==> config.mk <==
export PLATFORM = sky130hd
export DESIGN_NAME = spc_speech_ctrl
export DESIGN_NICKNAME = d
export VERILOG_FILES = /design/src/hw/spc_pkg.sv /design/src/hw/spc_speech_ctrl.sv
export VERILOG_INCLUDE_DIRS = /design/src /design/src/hw
export SDC_FILE = /design/constraint.sdc
export NUM_CORES = 1
export LEC_CHECK = 0
export ABC_AREA = 1
export BUFFER_PORTS_ARGS = -buffer_cell sky130_fd_sc_hd__buf_2
export CAP_MARGIN = 20
export CORE_ASPECT_RATIO = 2
export CORE_MARGIN = 5
export CORE_UTILIZATION = 43
export DETAILED_ROUTE_END_ITERATION = 8
export GPL_TIMING_DRIVEN = 0
export PLACE_DENSITY_LB_ADDON = 0.15
export SYNTH_ARGS = -nofsm -noshare
export SYNTH_HDL_FRONTEND = slang
export SYNTH_SLANG_ARGS = --single-unit
==> constraint.sdc <==
create_clock -name clk -period 2.52 [get_ports clk]
set_input_delay 0.504 -clock clk [delete_from_list [all_inputs] [get_ports clk]]
set_output_delay 0.504 -clock clk [all_outputs]
set_load 0.005 [all_outputs]
==> src/hw/spc_map.svh <==
// Port offsets, field positions, reset values and core clock frequency for speech playback control
`ifndef SPC_MAP_SVH
`define SPC_MAP_SVH
// ----------------------------------------
// Port offsets, reset values, stop code and status bit
// ----------------------------------------
`define SPC_RATE_OFFSET 4'h5
`define SPC_ADDR_OFFSET 4'h6
`define SPC_RATE_RESET 4'h0
`define SPC_ADDR_RESET 4'h0
`define SPC_STOP_CODE 4'hF
`define SPC_ACT_BIT 3
// ----------------------------------------
// Timing
// ----------------------------------------
`define SPC_CLK_HZ 10000000
`endif

==> src/hw/spc_pkg.sv <==
// Types for speech playback control
`default_nettype none
package spc_pkg;
  typedef struct packed {
    logic wr;
    logic rd;
    logic [3:0] addr;
    logic [3:0] wdata;
  } spc_port_req_type;
  typedef enum logic [1:0] {
    SPC_NIB_LOW,
    SPC_NIB_MID,
    SPC_NIB_HIGH
  } spc_nib_type;
endpackage
`default_nettype wire

==> src/hw/spc_speech_ctrl.sv <==
// Speech playback control front end
`timescale 1ns/100ps
`default_nettype none
`include "spc_map.svh"
module spc_speech_ctrl #(
  parameter int ADDR_W = 12,
  parameter logic [ADDR_W-1:0] LAST_ADDR = '1
) (
  // Clock and reset
  input wire logic clk,
  input wire logic rst,
  // Core port access
  input wire spc_pkg::spc_port_req_type port_req,
  output logic [3:0] port_rdata,
  // Playback outputs
  output logic playback_active_flag,
  output logic speech_end_irq,
  output logic sample_tick,
  output logic [ADDR_W-1:0] sample_addr
);
  // ----------------------------------------
  // Rate decode
  // ----------------------------------------
  // Cycles per sample at the core clock; truncated, so the 12K and 15K rates run slightly fast
  function automatic logic [11:0] rate_div(input logic [2:0] sel);
    begin
      case (sel)
        3'h1: rate_div = 12'(`SPC_CLK_HZ / 5000);
        3'h3: rate_div = 12'(`SPC_CLK_HZ / 8000);
        3'h4: rate_div = 12'(`SPC_CLK_HZ / 10000);
        3'h5: rate_div = 12'(`SPC_CLK_HZ / 12000);
        3'h6: rate_div = 12'(`SPC_CLK_HZ / 15000);
        3'h7: rate_div = 12'(`SPC_CLK_HZ / 20000);
        default: rate_div = 12'(`SPC_CLK_HZ / 4000);
      endcase
    end
  endfunction

  logic [3:0] rate_reg, rate_next;
  logic [3:0] addr_port_reg, addr_port_next;
  logic [3:0] nib0_reg, nib0_next, nib1_reg, nib1_next;
  spc_pkg::spc_nib_type nib_reg, nib_next;
  logic [1:0] stop_cnt_reg, stop_cnt_next;
  logic act_reg, act_next;
  logic irq_reg, irq_next;
  logic tick_reg, tick_next;
  logic [11:0] div_reg, div_next;
  logic [11:0] start_reg, start_next;
  logic [ADDR_W-1:0] ptr_reg, ptr_next;
  logic [3:0] rdata_reg, rdata_next;
  logic wr_addr, wr_rate;

  assign wr_addr = port_req.wr && port_req.addr == `SPC_ADDR_OFFSET;
  assign wr_rate = port_req.wr && port_req.addr == `SPC_RATE_OFFSET;

  // ----------------------------------------
  // Next state
  // ----------------------------------------
  always_comb begin
    rate_next = rate_reg;
    addr_port_next = addr_port_reg;
    nib0_next = nib0_reg;
    nib1_next = nib1_reg;
    nib_next = nib_reg;
    stop_cnt_next = stop_cnt_reg;
    act_next = act_reg;
    tick_next = 1'b0;
    div_next = div_reg;
    start_next = start_reg;
    ptr_next = ptr_reg;
    rdata_next = rdata_reg;
    if (wr_addr) begin
      addr_port_next = port_req.wdata;
      case (nib_reg)
        spc_pkg::SPC_NIB_LOW: begin
          nib0_next = port_req.wdata;
          nib_next = spc_pkg::SPC_NIB_MID;
        end
        spc_pkg::SPC_NIB_MID: begin
          nib1_next = port_req.wdata;
          nib_next = spc_pkg::SPC_NIB_HIGH;
        end
        spc_pkg::SPC_NIB_HIGH: begin
          start_next = {port_req.wdata, nib1_reg, nib0_reg};
          nib_next = spc_pkg::SPC_NIB_LOW;
        end
        default: nib_next = spc_pkg::SPC_NIB_LOW;
      endcase
      if (port_req.wdata == `SPC_STOP_CODE) begin
        stop_cnt_next = stop_cnt_reg + 2'h1;
      end else begin
        stop_cnt_next = 2'h0;
      end
      if (port_req.wdata == `SPC_STOP_CODE && stop_cnt_reg == 2'h2) begin
        act_next = 1'b0;
        stop_cnt_next = 2'h0;
        nib_next = spc_pkg::SPC_NIB_LOW;
      end
    end
    if (wr_rate) begin
      rate_next = port_req.wdata;
      act_next = 1'b1;
      ptr_next = ADDR_W'(start_reg);
      div_next = rate_div(port_req.wdata[2:0]);
      nib_next = spc_pkg::SPC_NIB_LOW;
    end else if (act_reg) begin
      if (div_reg <= 12'h001) begin
        div_next = rate_div(rate_reg[2:0]);
        tick_next = 1'b1;
        if (ptr_reg == LAST_ADDR) begin
          act_next = 1'b0;
        end else begin
          ptr_next = ptr_reg + 1'b1;
        end
      end else begin
        div_next = div_reg - 12'h001;
      end
    end
    irq_next = act_reg && !act_next;
    rdata_next = 4'h0;
    if (port_req.rd && port_req.addr == `SPC_ADDR_OFFSET) begin
      rdata_next[`SPC_ACT_BIT] = act_reg;
    end
  end

  // ----------------------------------------
  // Registers
  // ----------------------------------------
  always_ff @(posedge clk) begin
    if (rst) begin
      rate_reg <= `SPC_RATE_RESET;
      addr_port_reg <= `SPC_ADDR_RESET;
      nib0_reg <= 4'h0;
      nib1_reg <= 4'h0;
      nib_reg <= spc_pkg::SPC_NIB_LOW;
      stop_cnt_reg <= 2'h0;
      act_reg <= 1'b0;
      irq_reg <= 1'b0;
      tick_reg <= 1'b0;
      div_reg <= 12'h000;
      start_reg <= 12'h000;
      ptr_reg <= '0;
      rdata_reg <= 4'h0;
    end else begin
      rate_reg <= rate_next;
      addr_port_reg <= addr_port_next;
      nib0_reg <= nib0_next;
      nib1_reg <= nib1_next;
      nib_reg <= nib_next;
      stop_cnt_reg <= stop_cnt_next;
      act_reg <= act_next;
      irq_reg <= irq_next;
      tick_reg <= tick_next;
      div_reg <= div_next;
      start_reg <= start_next;
      ptr_reg <= ptr_next;
      rdata_reg <= rdata_next;
    end
  end

  assign port_rdata = rdata_reg;
  assign playback_active_flag = act_reg;
  assign speech_end_irq = irq_reg;
  assign sample_tick = tick_reg;
  assign sample_addr = ptr_reg;

  // ----------------------------------------
  // Checks
  // ----------------------------------------
  property p_irq_on_fall;
    // Reset drops the flag without an interrupt
    @(posedge clk) disable iff (rst) $fell(act_reg) && !$past(rst) |-> irq_reg;
  endproperty
  a_irq_on_fall: assert property (p_irq_on_fall) else $error("irq missing on fall");

  property p_irq_cause;
    @(posedge clk) disable iff (rst) irq_reg |-> $past(act_reg) && !act_reg;
  endproperty
  a_irq_cause: assert property (p_irq_cause) else $error("irq without fall");

  property p_rate_starts;
    @(posedge clk) disable iff (rst) wr_rate |=> act_reg;
  endproperty
  a_rate_starts: assert property (p_rate_starts) else $error("rate write no start");

  property p_stop_three;
    @(posedge clk) disable iff (rst)
      (wr_addr && port_req.wdata == 4'hF && !wr_rate) [*3] |=> !act_reg;
  endproperty
  a_stop_three: assert property (p_stop_three) else $error("stop not taken");

  property p_status_read;
    @(posedge clk) disable iff (rst)
      port_req.rd && port_req.addr == 4'h6 |=> port_rdata == {$past(act_reg), 3'h0};
  endproperty
  a_status_read: assert property (p_status_read) else $error("bad status read");

  property p_assemble;
    @(posedge clk) disable iff (rst)
      wr_addr && nib_reg == spc_pkg::SPC_NIB_HIGH
      |=> start_reg == {$past(port_req.wdata), $past(nib1_reg), $past(nib0_reg)};
  endproperty
  a_assemble: assert property (p_assemble) else $error("address not assembled");

  property p_rate_8k;
    @(posedge clk) disable iff (rst)
      wr_rate && port_req.wdata[2:0] == 3'h3 |=> div_reg == 12'h4E2;
  endproperty
  a_rate_8k: assert property (p_rate_8k) else $error("8K divide wrong");

  property p_rate_20k;
    @(posedge clk) disable iff (rst)
      wr_rate && port_req.wdata[2:0] == 3'h7 |=> div_reg == 12'h1F4;
  endproperty
  a_rate_20k: assert property (p_rate_20k) else $error("20K divide wrong");

  property p_ptr_end;
    @(posedge clk) disable iff (rst)
      act_reg && !wr_rate && !wr_addr && div_reg <= 12'h001 && ptr_reg == LAST_ADDR |=> !act_reg;
  endproperty
  a_ptr_end: assert property (p_ptr_end) else $error("no end at last sample");

  property p_reset_clear;
    @(posedge clk) rst |=> rate_reg == 4'h0 && addr_port_reg == 4'h0 && !act_reg;
  endproperty
  a_reset_clear: assert property (p_reset_clear) else $error("reset not cleared");
endmodule
`default_nettype wire

==> results.md <==
* Cell internal pwr at 0.001458 W
* Initial antenna violation count at 0
* Initial drt markers at 240
* Post-synthesis mux area share at 0
* Simple-gate share of the synthesized area at 0.3575
* Peak supply drop at 0.0005103 V
* ANT nets after route at 0
* Switching pwr at 0.0005681 W
* Non-filler cells, final at 611
* Nets at 535
* CTS max path bufs at 2
* Cell area power density at 554.3 mW/mm^2
* CTS tree: yes
* Compound-Gate Fraction of Synth Area at 0.1757
* Die Y at 132.8 um
* Pleak at 1.597 nW
* Setup bufs post-CTS at 0
* Worst hold slack at 0.4199 ns
* Async S/R FF share, synth at 0
* Sw Share at 0.2803
* Slew @ Worst Pin at 0.7027 ns
* Setup violators final at 0
* Share of layout cells above drive strength 1 at 0.1638
* Die area at 0.009478 mm^2
* Overall global routing resource usage at 0.2114
* Post-CTS sizing at 0
* Latest clock arrival within the worst-skew pair at 0.30 ns
* Post-route DRC at 0
* FP Rows at 44
* H-Tree Depth at 2
* Total Wirelength at 9764 um
* Root Buffer: clkbuf_16
* Post-Layout Inst Area at 0.003656 mm^2
* EDFF count, synth at 0
* Pin count of the biggest net entering global routing at 17
* Combinational Power Share at 0.169
* # IOs at 31
* Clock Skew at 0.006222 ns
* CP dominant cell by count: nand2_1
* Routed via count at 3293
* First-pass GRT wire length at 15770 um
* Fin Setup TNS at 0 ns
* Synth cell types at 38
* Max cap viols at 0
* Avg WL per Cell at 15.98 um
* RD Place Congestion at 0.9918
* Placed cells at 604
* Sequential fraction of design power at 0.446
* CP Cell Sequence: inv_1 > ha_1 > o21ai_0 > nor2_1 > nand2_1 > nand3_1 > nand2_1 > nand2_1 > nand2_1 > a21oi_1
* Critical-path maximum fanout at 8
* Arrival time worst endpoint at 2.29 ns
* Num CTS Buffers at 5
* DRT Pass-1 Iters at 5
* Min-Delay Path Class: in2reg
* Starting Density at 0.4426
* Flops & latches, synth at 55
* Slew margin rel. at 0.5315
* Commonest cells after routing, fill and taps aside: 108 x nand2_1, 58 x nor2_1, 55 x dfxtp_1
* Largest family of logic cells by synthesized area: simple AND/OR/NAND/NOR gates
* Slowest cell on the critical path: dfxtp_1
* Syn Std Cell Area at 0.003241 mm^2
* DP HPWL at 7685 um
* Port Buffers at 26
* WP data required at 2.68 ns
* Tot Pwr at 0.002026 W
* Vias in the first global route at 3279
* Tmin final at 2.129 ns
* Layout area overhead at 12.82%
* Post-DP Area at 0.003493 mm^2
* Die width at 71.39 um
* CP Launch Type: register
* Post-Synth XOR/XNOR Area at 0.02162
* Status: finished clean
* Mean Syn Cell Area at 6.695 um^2
* Endpoints failing hold at 0
* Fmax at 469.6 MHz
* Dominant synthesized flop cell: dfxtp_1
* Post-Synthesis Cells at 484
* Commonest non-fill, non-tap cell in the layout: nand2_1
* Critical path type: reg2reg
* Number of filler instances in the final layout at 762
* CP top delay family: simple AND/OR/NAND/NOR gates
* RSZ-0062 raised after global routing: no
* Clock-pin slew on the worst setup and hold paths at 0.07 ns
* CTS sink count at 55
* Core box area at 0.007322 mm^2
* Crit path buf inv count at 1
* Vias/cell at 5.390
* Grt ovf at 0
* Slowest stage delay, CP at 0.39 ns
* Synth Area in Adders at 0.01544
* Slew Limit Fails at 0
* Critical Path End Type: register
* Synthesis Warnings at 0
* Sequential cell area fraction in the yosys report at 0.3398
* Clk pwr share at 0.385
* Antenna Cells at 0
* Cts-stage hold buffer count at 0
* Final period util at 0.8450
## metal layers
metal,routed length (um),global-route usage,vias to the layer above
li1,-,-,1644
met1,3520,0.2030,1525
met2,5338,0.3945,85
met3,285,0.03113,39
met4,619,0.1444,0
met5,0,0,-
## final timing paths
| kind | startpoint | end | slack, ns | depth (start not counted) |
|---|---|---|---|---|
| worst min register to register | nib1_reg[2] | start_reg[6] | 0.50 | 2 |
| worst min-delay path | port_req[8] | port_rdata[3] | 0.42 | 3 |
| worst max register to register | div_reg[0] | div_reg[7] | 0.39 | 10 |
| worst max-delay path | div_reg[0] | div_reg[7] | 0.39 | 10 |
## metrics by stage
stage	utilization	setup slack (ns)
final	0.4993	0.3906
after global routing	0.4993	0.2372
after CTS	0.4993	0.4371
after detailed placement	0.4771	0.4563
after global placement	0.4771	0.4620
after floorplan	-	0.9021
## power groups by stage
stage               clock network, W  logic, W  registers (W)
global placement                   0  0.000338       0.000924
floorplan                          0  0.000243       0.000919
detailed placement                 0  0.000338       0.000925
finish                      0.000779  0.000342       0.000905
global route                0.000831  0.000383       0.000906
CTS                         0.000795  0.000340       0.000904
## cell type report
| type | count | area [um^2] | area share |
|---|---|---|---|
| multi-input cells | 365 | 1859 | 0.5086 |
| flip-flops and latches | 55 | 1101 | 0.3012 |
| inverters | 48 | 180.2 | 0.04928 |
| repair buffers | 26 | 130.1 | 0.03559 |
| clock buffers | 5 | 125.1 | 0.03422 |
| well taps | 92 | 115.1 | 0.03149 |
| plain buffers | 18 | 107.6 | 0.02943 |
| clock inverters | 2 | 37.54 | 0.01027 |
## cells in the mapped netlist (2+ instances only)
cell / number / area (um^2)
buf_4: 4 / 30.03
nor3_1: 14 / 70.07
inv_2: 3 / 11.26
nor2_4: 5 / 56.30
inv_1: 45 / 168.9
o21ai_0: 50 / 250.2
a31oi_1: 3 / 18.77
a21oi_1: 34 / 170.2
buf_1: 2 / 7.510
nand3_1: 32 / 160.2
a21oi_2: 6 / 52.55
dfxtp_1: 55 / 1101
nor3_4: 3 / 48.80
nand4_1: 6 / 37.54
nand2_2: 10 / 62.56
nand2_1: 108 / 405.4
o21bai_2: 3 / 33.78
o21ai_1: 3 / 15.01
xor2_1: 6 / 52.55
nor2_1: 58 / 217.7
buf_2: 6 / 30.03
or2_2: 2 / 12.51
nand2_4: 2 / 22.52
ha_1: 4 / 50.05
xnor2_1: 2 / 17.52
clkbuf_1: 4 / 15.01
nor2_2: 3 / 18.77
## worst reg2reg max path: cells and delay by family (launching register included)
family	cells	cell delay (ns)
AOI/OAI and AO/OA	2	0.44
adders and majority gates	1	0.27
buffers and inverters	1	0.11
DFF	1	0.39
and+or+nand+nor	6	0.78
## kinds of logic (layout without fill, tap and decap cells)
kind of cell	Yosys count	in the layout
other cells	1	3
flops	55	55
fa+ha+maj	4	4
simple gates	247	247
compound gates	103	103
buf+inv	66	99
xor+xnor	8	8
Note: power is estimated with default switching activity, not from simulation.
